===== src/hw/sbrx_pkg.sv =====
// Shared constants and types for the two-wire serial bus block
`default_nettype none
package sbrx_pkg;
  // Register placement and reset value
  localparam logic [7:0] SHIFT_DATA_ADDR = 8'hc2;
  localparam logic [7:0] SHIFT_DATA_RESET = 8'h00;
  // Clock source select codes
  localparam logic [1:0] CS_TIMER0 = 2'h0;
  localparam logic [1:0] CS_TIMER1 = 2'h1;
  localparam logic [1:0] CS_TIMER2_HI = 2'h2;
  localparam logic [1:0] CS_TIMER2_LO = 2'h3;
  // Bit counter positions within one byte plus acknowledge slot
  localparam logic [3:0] BIT_FIRST = 4'h0;
  localparam logic [3:0] BIT_LAST = 4'h7;
  localparam logic [3:0] ACK_SLOT = 4'h8;
  // Master clock phases in overflow periods: high twice the low
  localparam logic [1:0] LOW_TICKS = 2'h1;
  localparam logic [1:0] HIGH_TICKS = 2'h2;
  // Address byte layout
  localparam int ADDR_MSB = 7;
  localparam int ADDR_LSB = 1;
  localparam int RW_BIT = 0;
  // Protocol sequencer states
  typedef enum logic [2:0] {
    ST_IDLE,
    ST_M_START,
    ST_HOLD,
    ST_BIT,
    ST_M_STOP,
    ST_IGNORE
  } sbrx_state_e;
endpackage : sbrx_pkg
`default_nettype wire


===== src/hw/sbrx_core.sv =====
// Two-wire bus interface: configuration, bit timing, data register, slave rx
`default_nettype none
module sbrx_core (
  // Clock and reset
  input wire logic clock_in,
  input wire logic reset_n_in,
  // Configuration levels
  input wire logic bus_enable_bit_in,
  input wire logic slave_inhibit_in,
  input wire logic clock_source_sel_hi_in,
  input wire logic clock_source_sel_lo_in,
  input wire logic hw_ack_enable_in,
  input wire logic ack_bit_in,
  input wire logic [6:0] slave_addr_in,
  input wire logic [6:0] slave_addr_mask_in,
  // Software strobes
  input wire logic si_clear_in,
  input wire logic master_start_in,
  input wire logic master_stop_in,
  // Timer overflow pulses
  input wire logic [3:0] timer_ovf_in,
  // Special function register port
  input wire logic [7:0] sfr_addr_in,
  input wire logic sfr_wr_in,
  input wire logic sfr_rd_in,
  input wire logic [7:0] sfr_wdata_in,
  output logic [7:0] sfr_rdata_out,
  // Bus pins, open drain
  input wire logic scl_in,
  output logic scl_out,
  output logic scl_oe_out,
  input wire logic sda_in,
  output logic sda_out,
  output logic sda_oe_out,
  // Status
  output logic si_flag_out,
  output logic ack_request_flag_out,
  output logic ack_rcvd_out,
  output logic arb_lost_out,
  output logic master_out,
  output logic slave_rx_out,
  output logic slave_tx_out
);
  sbrx_pkg::sbrx_state_e state_ff;
  logic scl_q_ff, sda_q_ff, inh_ff, tx_ff, addr_phase_ff, ack_val_ff;
  logic start_req_ff, stop_req_ff, stop_phase_ff, si_pulse_ff;
  logic ack_request_flag_pulse_ff, start_fall_ff;
  logic [3:0] bit_cnt_ff;
  logic [1:0] tick_cnt_ff;
  logic tick_w, timer_en_w, scl_rise, scl_fall, start_det, stop_det;
  logic shift_en, cpu_write, arb_event, hw_ack_val, sw_ack_pending;
  logic [7:0] data_w;

  // Address match under mask, write direction only
  function automatic logic addr_ok(input logic [7:0] rx,
                                   input logic [6:0] own,
                                   input logic [6:0] mask);
    addr_ok = (((rx[sbrx_pkg::ADDR_MSB:sbrx_pkg::ADDR_LSB] ^ own) & mask)
               == 7'h00) && !rx[sbrx_pkg::RW_BIT];
  endfunction : addr_ok

  // Pins are only ever pulled low
  assign scl_out = 1'b0;
  assign sda_out = 1'b0;

  // Bus event detection on the previous pin levels
  assign scl_rise = scl_in & ~scl_q_ff;
  assign scl_fall = ~scl_in & scl_q_ff;
  assign start_det = scl_in & scl_q_ff & sda_q_ff & ~sda_in;
  assign stop_det = scl_in & scl_q_ff & ~sda_q_ff & sda_in;
  always_ff @(posedge clock_in or negedge reset_n_in) begin
    if (!reset_n_in) begin
      scl_q_ff <= 1'b1;
      sda_q_ff <= 1'b1;
    end else begin
      scl_q_ff <= scl_in;
      sda_q_ff <= sda_in;
    end
  end

  // Timer only runs for master work, never for slave reception
  assign timer_en_w = master_ff_w(state_ff) | master_out;
  function automatic logic master_ff_w(input sbrx_pkg::sbrx_state_e s);
    master_ff_w = (s == sbrx_pkg::ST_M_START) || (s == sbrx_pkg::ST_M_STOP);
  endfunction : master_ff_w

  sbrx_bit_timer u_timer (
    .clock_in(clock_in),
    .reset_n_in(reset_n_in),
    .timer_ovf_in(timer_ovf_in),
    .source_sel_in({clock_source_sel_hi_in, clock_source_sel_lo_in}),
    .enable_in(timer_en_w),
    .tick_out(tick_w)
  );

  // Software may write the data only while the flag freezes the bus or the bus is disabled
  assign cpu_write = sfr_wr_in && (sfr_addr_in == sbrx_pkg::SHIFT_DATA_ADDR)
                     && (si_flag_out || !bus_enable_bit_in);
  assign shift_en = (state_ff == sbrx_pkg::ST_BIT) && scl_rise
                    && (bit_cnt_ff < sbrx_pkg::ACK_SLOT);
  assign arb_event = shift_en && master_out && tx_ff && !sda_oe_out
                     && !sda_in;
  assign hw_ack_val = addr_phase_ff
                      ? (addr_ok(data_w, slave_addr_in, slave_addr_mask_in)
                         && !inh_ff)
                      : ack_bit_in;
  assign sw_ack_pending = !hw_ack_enable_in && !inh_ff
                          && !(addr_phase_ff && data_w[sbrx_pkg::RW_BIT]);

  sbrx_shift_data u_data (
    .clock_in(clock_in),
    .reset_n_in(reset_n_in),
    .load_in(cpu_write),
    .load_data_in(sfr_wdata_in),
    .shift_in(shift_en),
    .bit_in(sda_in),
    .data_out(data_w)
  );

  // Register read port, holds last value between reads
  always_ff @(posedge clock_in or negedge reset_n_in) begin
    if (!reset_n_in) begin
      sfr_rdata_out <= sbrx_pkg::SHIFT_DATA_RESET;
    end else if (sfr_rd_in && sfr_addr_in == sbrx_pkg::SHIFT_DATA_ADDR) begin
      sfr_rdata_out <= data_w;
    end
  end

  // Inhibit sampled at START so a running transfer is not cut short
  always_ff @(posedge clock_in or negedge reset_n_in) begin
    if (!reset_n_in) begin
      inh_ff <= 1'b0;
    end else if (start_det) begin
      inh_ff <= slave_inhibit_in;
    end
  end

  // Software requests are latched until the sequencer consumes them
  always_ff @(posedge clock_in or negedge reset_n_in) begin
    if (!reset_n_in) begin
      start_req_ff <= 1'b0;
      stop_req_ff <= 1'b0;
    end else begin
      if (master_start_in) begin
        start_req_ff <= 1'b1;
      end else if (state_ff == sbrx_pkg::ST_M_START) begin
        start_req_ff <= 1'b0;
      end
      if (master_stop_in) begin
        stop_req_ff <= 1'b1;
      end else if (state_ff == sbrx_pkg::ST_M_STOP) begin
        stop_req_ff <= 1'b0;
      end
    end
  end

  // Interrupt and ack request flags; a set beats a same-cycle clear
  always_ff @(posedge clock_in or negedge reset_n_in) begin
    if (!reset_n_in) begin
      si_flag_out <= 1'b0;
      ack_request_flag_out <= 1'b0;
    end else begin
      if (si_pulse_ff) begin
        si_flag_out <= 1'b1;
      end else if (si_clear_in) begin
        si_flag_out <= 1'b0;
      end
      if (ack_request_flag_pulse_ff) begin
        ack_request_flag_out <= 1'b1;
      end else if (si_clear_in) begin
        ack_request_flag_out <= 1'b0;
      end
    end
  end

  // Acknowledge seen by our transmitter, arbitration loss record
  always_ff @(posedge clock_in or negedge reset_n_in) begin
    if (!reset_n_in) begin
      ack_rcvd_out <= 1'b0;
      arb_lost_out <= 1'b0;
    end else begin
      if (state_ff == sbrx_pkg::ST_BIT && scl_rise && tx_ff
          && bit_cnt_ff == sbrx_pkg::ACK_SLOT) begin
        ack_rcvd_out <= !sda_in;
      end
      if (arb_event) begin
        arb_lost_out <= 1'b1;
      end else if (master_start_in) begin
        arb_lost_out <= 1'b0;
      end
    end
  end

  // Mode indications, one cycle behind the sequencer
  always_ff @(posedge clock_in or negedge reset_n_in) begin
    if (!reset_n_in) begin
      slave_rx_out <= 1'b0;
      slave_tx_out <= 1'b0;
    end else begin
      slave_rx_out <= !master_out && !tx_ff
                      && (state_ff == sbrx_pkg::ST_BIT
                          || state_ff == sbrx_pkg::ST_HOLD);
      slave_tx_out <= !master_out && tx_ff
                      && (state_ff == sbrx_pkg::ST_BIT
                          || state_ff == sbrx_pkg::ST_HOLD);
    end
  end

  // Protocol sequencer with SCL and SDA drivers
  always_ff @(posedge clock_in or negedge reset_n_in) begin
    if (!reset_n_in) begin
      state_ff <= sbrx_pkg::ST_IDLE;
      master_out <= 1'b0;
      tx_ff <= 1'b0;
      addr_phase_ff <= 1'b0;
      ack_val_ff <= 1'b0;
      stop_phase_ff <= 1'b0;
      scl_oe_out <= 1'b0;
      sda_oe_out <= 1'b0;
      bit_cnt_ff <= sbrx_pkg::BIT_FIRST;
      tick_cnt_ff <= 2'h0;
      si_pulse_ff <= 1'b0;
      ack_request_flag_pulse_ff <= 1'b0;
      start_fall_ff <= 1'b0;
    end else if (!bus_enable_bit_in) begin
      state_ff <= sbrx_pkg::ST_IDLE;
      master_out <= 1'b0;
      tx_ff <= 1'b0;
      scl_oe_out <= 1'b0;
      sda_oe_out <= 1'b0;
      bit_cnt_ff <= sbrx_pkg::BIT_FIRST;
      si_pulse_ff <= 1'b0;
      ack_request_flag_pulse_ff <= 1'b0;
      start_fall_ff <= 1'b0;
    end else if (stop_det && !master_out
                 && state_ff != sbrx_pkg::ST_IDLE) begin
      state_ff <= sbrx_pkg::ST_IDLE;
      tx_ff <= 1'b0;
      scl_oe_out <= 1'b0;
      sda_oe_out <= 1'b0;
      si_pulse_ff <= 1'b0;
      ack_request_flag_pulse_ff <= 1'b0;
      start_fall_ff <= 1'b0; // Stale mark would cost a master its first bit
    end else if (start_det && !master_out
                 && state_ff != sbrx_pkg::ST_M_START) begin
      state_ff <= sbrx_pkg::ST_BIT;
      addr_phase_ff <= 1'b1;
      tx_ff <= 1'b0;
      scl_oe_out <= 1'b0;
      sda_oe_out <= 1'b0;
      bit_cnt_ff <= sbrx_pkg::BIT_FIRST;
      si_pulse_ff <= 1'b0;
      ack_request_flag_pulse_ff <= 1'b0;
      start_fall_ff <= 1'b1;
    end else begin
      si_pulse_ff <= 1'b0;
      ack_request_flag_pulse_ff <= 1'b0;
      case (state_ff)
        sbrx_pkg::ST_IDLE: begin
          if (start_req_ff && scl_in && sda_in) begin
            state_ff <= sbrx_pkg::ST_M_START;
            sda_oe_out <= 1'b1;
            tick_cnt_ff <= 2'h0;
          end
        end
        sbrx_pkg::ST_M_START: begin
          // START hold lasts a full high phase before SCL goes low
          if (tick_w) begin
            if (tick_cnt_ff + 2'h1 >= sbrx_pkg::HIGH_TICKS) begin
              state_ff <= sbrx_pkg::ST_HOLD;
              scl_oe_out <= 1'b1;
              master_out <= 1'b1;
              tx_ff <= 1'b1;
              bit_cnt_ff <= sbrx_pkg::BIT_FIRST;
              si_pulse_ff <= 1'b1;
            end else begin
              tick_cnt_ff <= tick_cnt_ff + 2'h1;
            end
          end
        end
        sbrx_pkg::ST_HOLD: begin
          // Pulse register covers the cycle before the flag rises
          if (cpu_write && !master_out && !tx_ff) begin
            tx_ff <= 1'b1;
          end
          if (!si_flag_out && !si_pulse_ff) begin
            if (master_out && stop_req_ff) begin
              state_ff <= sbrx_pkg::ST_M_STOP;
              sda_oe_out <= 1'b1;
              stop_phase_ff <= 1'b0;
            end else begin
              state_ff <= sbrx_pkg::ST_BIT;
              if (!master_out) begin
                scl_oe_out <= 1'b0;
              end
              if (!master_out && bit_cnt_ff == sbrx_pkg::ACK_SLOT) begin
                ack_val_ff <= ack_bit_in;
                sda_oe_out <= ack_bit_in;
              end
            end
            tick_cnt_ff <= 2'h0;
          end
        end
        sbrx_pkg::ST_BIT: begin
          // Master clock: low phase from drive, high phase from seen high
          if (master_out) begin
            if (scl_oe_out) begin
              if (tick_w) begin
                if (tick_cnt_ff + 2'h1 >= sbrx_pkg::LOW_TICKS) begin
                  scl_oe_out <= 1'b0;
                  tick_cnt_ff <= 2'h0;
                end else begin
                  tick_cnt_ff <= tick_cnt_ff + 2'h1;
                end
              end
            end else if (scl_in && tick_w) begin
              // Stretched low time does not count toward the high phase
              if (tick_cnt_ff + 2'h1 >= sbrx_pkg::HIGH_TICKS) begin
                scl_oe_out <= 1'b1;
                tick_cnt_ff <= 2'h0;
              end else begin
                tick_cnt_ff <= tick_cnt_ff + 2'h1;
              end
            end
          end
          // Transmit bit follows the MSB only while SCL is low
          if (tx_ff && !scl_in && bit_cnt_ff < sbrx_pkg::ACK_SLOT) begin
            sda_oe_out <= !data_w[7];
          end
          if (arb_event) begin
            master_out <= 1'b0;
            tx_ff <= 1'b0;
            scl_oe_out <= 1'b0;
            sda_oe_out <= 1'b0;
            addr_phase_ff <= 1'b1;
          end else if (scl_fall && start_fall_ff) begin
            // The fall that closes START opens bit one, it ends no bit
            start_fall_ff <= 1'b0;
          end else if (scl_fall) begin
            if (bit_cnt_ff == sbrx_pkg::BIT_LAST) begin
              bit_cnt_ff <= sbrx_pkg::ACK_SLOT;
              if (tx_ff) begin
                sda_oe_out <= 1'b0;
              end else if (sw_ack_pending) begin
                state_ff <= sbrx_pkg::ST_HOLD;
                scl_oe_out <= 1'b1;
                sda_oe_out <= 1'b0;
                si_pulse_ff <= 1'b1;
                ack_request_flag_pulse_ff <= 1'b1;
              end else begin
                ack_val_ff <= hw_ack_val;
                sda_oe_out <= hw_ack_val;
              end
            end else if (bit_cnt_ff == sbrx_pkg::ACK_SLOT) begin
              bit_cnt_ff <= sbrx_pkg::BIT_FIRST;
              addr_phase_ff <= 1'b0;
              sda_oe_out <= 1'b0;
              if (master_out || tx_ff) begin
                state_ff <= sbrx_pkg::ST_HOLD;
                scl_oe_out <= 1'b1;
                si_pulse_ff <= 1'b1;
              end else if (!ack_val_ff && addr_phase_ff) begin
                state_ff <= sbrx_pkg::ST_IGNORE;
              end else if (hw_ack_enable_in) begin
                state_ff <= sbrx_pkg::ST_HOLD;
                scl_oe_out <= 1'b1;
                si_pulse_ff <= 1'b1;
              end
            end else begin
              bit_cnt_ff <= bit_cnt_ff + 4'h1;
            end
          end
        end
        sbrx_pkg::ST_M_STOP: begin
          // SDA low first, then release SCL, then release SDA
          if (!stop_phase_ff) begin
            if (tick_w) begin
              scl_oe_out <= 1'b0;
              stop_phase_ff <= 1'b1;
            end
          end else if (scl_in && tick_w) begin
            sda_oe_out <= 1'b0;
            master_out <= 1'b0;
            tx_ff <= 1'b0;
            state_ff <= sbrx_pkg::ST_IDLE;
          end
        end
        default: begin
          // Ignored address: wait silently for the next START
          scl_oe_out <= 1'b0;
          sda_oe_out <= 1'b0;
        end
      endcase
    end
  end
endmodule : sbrx_core
`default_nettype wire


===== src/hw/sbrx_bit_timer.sv =====
// Overflow source selector producing the master bit-time tick
`default_nettype none
module sbrx_bit_timer (
  // Clock and reset
  input wire logic clock_in,
  input wire logic reset_n_in,
  // Overflow sources and selection
  input wire logic [3:0] timer_ovf_in,
  input wire logic [1:0] source_sel_in,
  input wire logic enable_in,
  // Selected overflow pulse
  output logic tick_out
);
  // Registered so the tick is glitch free whatever the source
  always_ff @(posedge clock_in or negedge reset_n_in) begin
    if (!reset_n_in) begin
      tick_out <= 1'b0;
    end else begin
      tick_out <= enable_in & timer_ovf_in[source_sel_in];
    end
  end
endmodule : sbrx_bit_timer
`default_nettype wire


===== src/hw/sbrx_shift_data.sv =====
// Byte-wide shift data register, loaded by software or shifted from SDA
`default_nettype none
module sbrx_shift_data (
  // Clock and reset
  input wire logic clock_in,
  input wire logic reset_n_in,
  // Software load
  input wire logic load_in,
  input wire logic [7:0] load_data_in,
  // Serial side
  input wire logic shift_in,
  input wire logic bit_in,
  // Current contents
  output logic [7:0] data_out
);
  // Load wins; shifting only happens while software is locked out
  always_ff @(posedge clock_in or negedge reset_n_in) begin
    if (!reset_n_in) begin
      data_out <= sbrx_pkg::SHIFT_DATA_RESET;
    end else if (load_in) begin
      data_out <= load_data_in;
    end else if (shift_in) begin
      data_out <= {data_out[6:0], bit_in};
    end
  end
endmodule : sbrx_shift_data
`default_nettype wire


===== config.mk =====
export PLATFORM = sky130hd
export DESIGN_NAME = sbrx_core
export DESIGN_NICKNAME = d
export VERILOG_FILES = /design/src/hw/sbrx_pkg.sv /design/src/hw/sbrx_core.sv /design/src/hw/sbrx_bit_timer.sv /design/src/hw/sbrx_shift_data.sv
export SDC_FILE = /design/constraint.sdc
export NUM_CORES = 1
export LEC_CHECK = 0
export BUFFER_PORTS_ARGS = -buffer_cell sky130_fd_sc_hd__buf_2
export CAP_MARGIN = 20
export CORE_MARGIN = 8
export CORE_UTILIZATION = 58
export DETAILED_ROUTE_END_ITERATION = 10
export PLACE_DENSITY = 0.85
export SETUP_SLACK_MARGIN = 0.5
export SYNTH_ARGS = -nofsm -noshare
export SYNTH_HDL_FRONTEND = slang
export SYNTH_HIERARCHICAL = 1
export SYNTH_SLANG_ARGS = --single-unit

===== constraint.sdc =====
create_clock -name clock_in -period 3.7 [get_ports clock_in]
set_input_delay 0 -clock clock_in [delete_from_list [all_inputs] [get_ports clock_in]]
set_output_delay 0 -clock clock_in [all_outputs]
set_load 0.05 [all_outputs]

==> results.toml <==
[worst_setup_path]
r2r_cells = 5
worstSetupEndpointType = "flip-flop"
critPathMaxFanout = 23
critPathKind = "reg2reg"
crit_required_ns = 3.89
critPathArrivalTime_ns = 2.85
startpoint_type = "flip-flop"

[die]
die_w_um = 87.23
num_rows = 26
core-area_mm2 = 0.005010
initial_core_util_pct = 58.74
io_pins = 68
die_h_um = 87.23
dieArea_mm2 = 0.007609

[timing]
worst_pin_slew_ns = 0.9624
slew_headroom_pct = 35.60
fin_crit_sh_pct = 71.97
report.final.setup_viol = 0
fin_worst_skew_ns = 0.01285
hold_viol = 0
min_period_ns = 2.663
tns_ns = 0
drv_slew = 0
max_freq_mhz = 375.5
rsz0062_at_grt = "false"

[clock_tree]
root_buffer = "clkbuf_8"
clk_pin_slew_worst_paths_ns = 0.08
clockBufferDepth = 2
htreeDepth = 2
cts_buffers = 5
cts_sinks = 47
post_cts.resized_instances = 0
clk_latency_ns = 0.31
post-cts-setup-buffers = 0
cts_tree = "yes"

[route]
dr_total_vias = 2812
wirelength_mm = 8.734
ant_nets = 0
wire_per_inst_um = 19.32
drt_first_pass_iters = 5
vias_per_cell = 6.221
drcViolationCount = 0
drt_iter0_drc = 268

[synthesis]
synth.avg_cell_area_um2 = 9.555
synth_cell_types = 63
syn_area_mm2 = 0.002943
synth_top_area_share_pct = 38.27
synth-edff-count = 0
synthTopCellsByArea = "dfrtp_1, mux2i_1, mux2_2"
synth_simple_gate_area_share_pct = 18.79
synth_xor_area_share_pct = 2.381
seq_area_frac_synth_pct = 40.05
synth_common_cells = "dfrtp_1, nand2_1, inv_1, nor2_1, o21ai_0"
synth-seq-cells = 47
synth_compound_area_share_pct = 21.77
yosys.cell_count.top_type = "dfrtp_1"
synth.largest_area_cell = "dfrtp_1"
synth_ff_type = "dfrtp_1"
synthAdderAreaFrac_pct = 1.701
muxShareOfSynthArea_pct = 9.906
async_reset_ff_share_pct = 100.0
syn_inst = 308
yosysWarningCount = 6
synth_top_family_by_area = "compound AO/OA/AOI/OAI gates"

[global_routing]
grt_pass1_wl_mm = 13.81
grt_max_degree = 48
use_met1_pct = 29.87
antenna_found_initial = 0
grt_pass1_vias = 2826
gr-usage-met2_pct = 38.31
grt_overflow = 0
grt_busiest_layer = "met2"
grt_usage_pct = 23.26
met3_usage_pct = 4.528

[placed_design]
place_congestion = 0.9414
post-dp-hpwl_mm = 6.478
port_buffers = 65
postPlaceCellArea_mm2 = 0.003272

[job]
maxCapViolations = 0

[finish]
antennaDiodeCount = 0
drive_gt1_share_pct = 26.70
multi_input_comb_area_mm2 = 0.001613
stdcell_area_mm2 = 0.003531
n_fill_cell = 419
ff_latch_area_mm2 = 0.001179
syn_to_final_growth_pct = 19.98
nets = 434

[worst_hold_path]
hold_path_class = "in2reg"
worst_hold_path.num_cells = 3

[outcome]
run_status = "completed"

[power_and_ir_drop]
power_leakage_uw = 0.001661
power_density_mw_per_mm2 = 529.0
ir_drop_uv = 282.0
==> cells in the final DEF, fill, tap and decap left out, types with 4 or more instances in the layout <==
cell type      Yosys  layout
buf_2              1      65
dfrtp_1           45      45
nand2_1           23      23
nor2_1            16      16
inv_1             16      16
dlygate4sd3_1      0      15
o21ai_0           14      14
a21oi_1           13      13
mux2i_1           13      13
mux2_2            11      11
nor3_1            10      10
xor2_1             8       8
o21ai_1            8       8
a21o_1             7       7
a31oi_1            7       7
o211ai_1           6       6
nand3b_1           5       5
nor2b_1            5       5
o31ai_1            5       5
clkbuf_8           0       5
nor4_1             4       4
and3b_1            4       4
nor3b_1            4       4
nand3_1            4       4
ha_1               4       4
==> where the power goes <==
part / switching, uW / internal, uW
registers: 150 / 600
clock network: 182 / 136
logic: 476 / 323
==> through the flow <==
stage	total power, uW	util, %	hold WS [ns]	instances	setup slack [ns]
final	1868	70.48	0.04502	452	1.037
after global routing	1966	70.48	0.05826	452	0.8262
after CTS	1849	70.08	0.04170	451	1.092
after detailed placement	1522	65.31	0.1694	428	1.099
after global placement	1515	65.31	0.1689	428	1.221
after floorplan	1299	-	-0.2956	309	1.350
==> final timing paths <==
check	start	slack, ns	endpoint
max in group asynchronous	reset_n_in	2.92	sda_q_ff
worst min register to register	ack_request_flag_pulse_ff	0.44	ack_request_flag_out
worst min-delay path	bus_enable_bit_in	0.05	bit_cnt_ff[1]
worst max-delay path	state_ff[1]	1.04	state_ff[1]
min in group asynchronous	reset_n_in	0.18	u_timer/tick_out
worst max register to register	state_ff[1]	1.04	state_ff[1]
==> critical path: stages, from the launching register on <==
cell and delay [ns]:
dfrtp_1 0.80, nand3b_1 0.33, nor4_1 0.57, nor4_1 0.12, o211ai_1 0.35, mux2_2 0.38
==> final cells by class <==
class                   instances  area share [%]
repair buffers                 82           14.25
well taps                      70           2.481
flip-flops and latches         47           33.38
clock buffers                   6           2.055
clock inverters                 2          0.4607
multi-input cells             229           45.68
inverters                      16           1.701
==> flip-flops by register name (all words and copies together) (netlist names), 2 cells and up <==
name and count:
tick_cnt_ff 2, state_ff 3, sfr_rdata_out 8, bit_cnt_ff 4, u_data/data_out 8
==> per-layer routing <==
layer | routed length (um) | vias to the layer above
li1 | - | 1277
met1 | 3605 | 1360
met2 | 4272 | 153
met3 | 689 | 22
met4 | 166 | 0
met5 | 0 | -
==> what timing repair did <==
item | 4_1_cts | 5_1_grt
setup endpoints to repair | 0 | 0
endpoints found under the hold margin | 62 | 0
hold buffers | 15 | 0
==> logic make-up after synthesis <==
kind of cell | count (synthesis)
buffers and inverters | 33
other | 1
multiplexers | 26
AND/OR/NAND/NOR | 97
flip-flops | 47
adder cells (fa/ha/maj) | 4
AO/OA/AOI/OAI | 92
XOR/XNOR | 8
No activity file was read; power rests on OpenSTA's default activity.
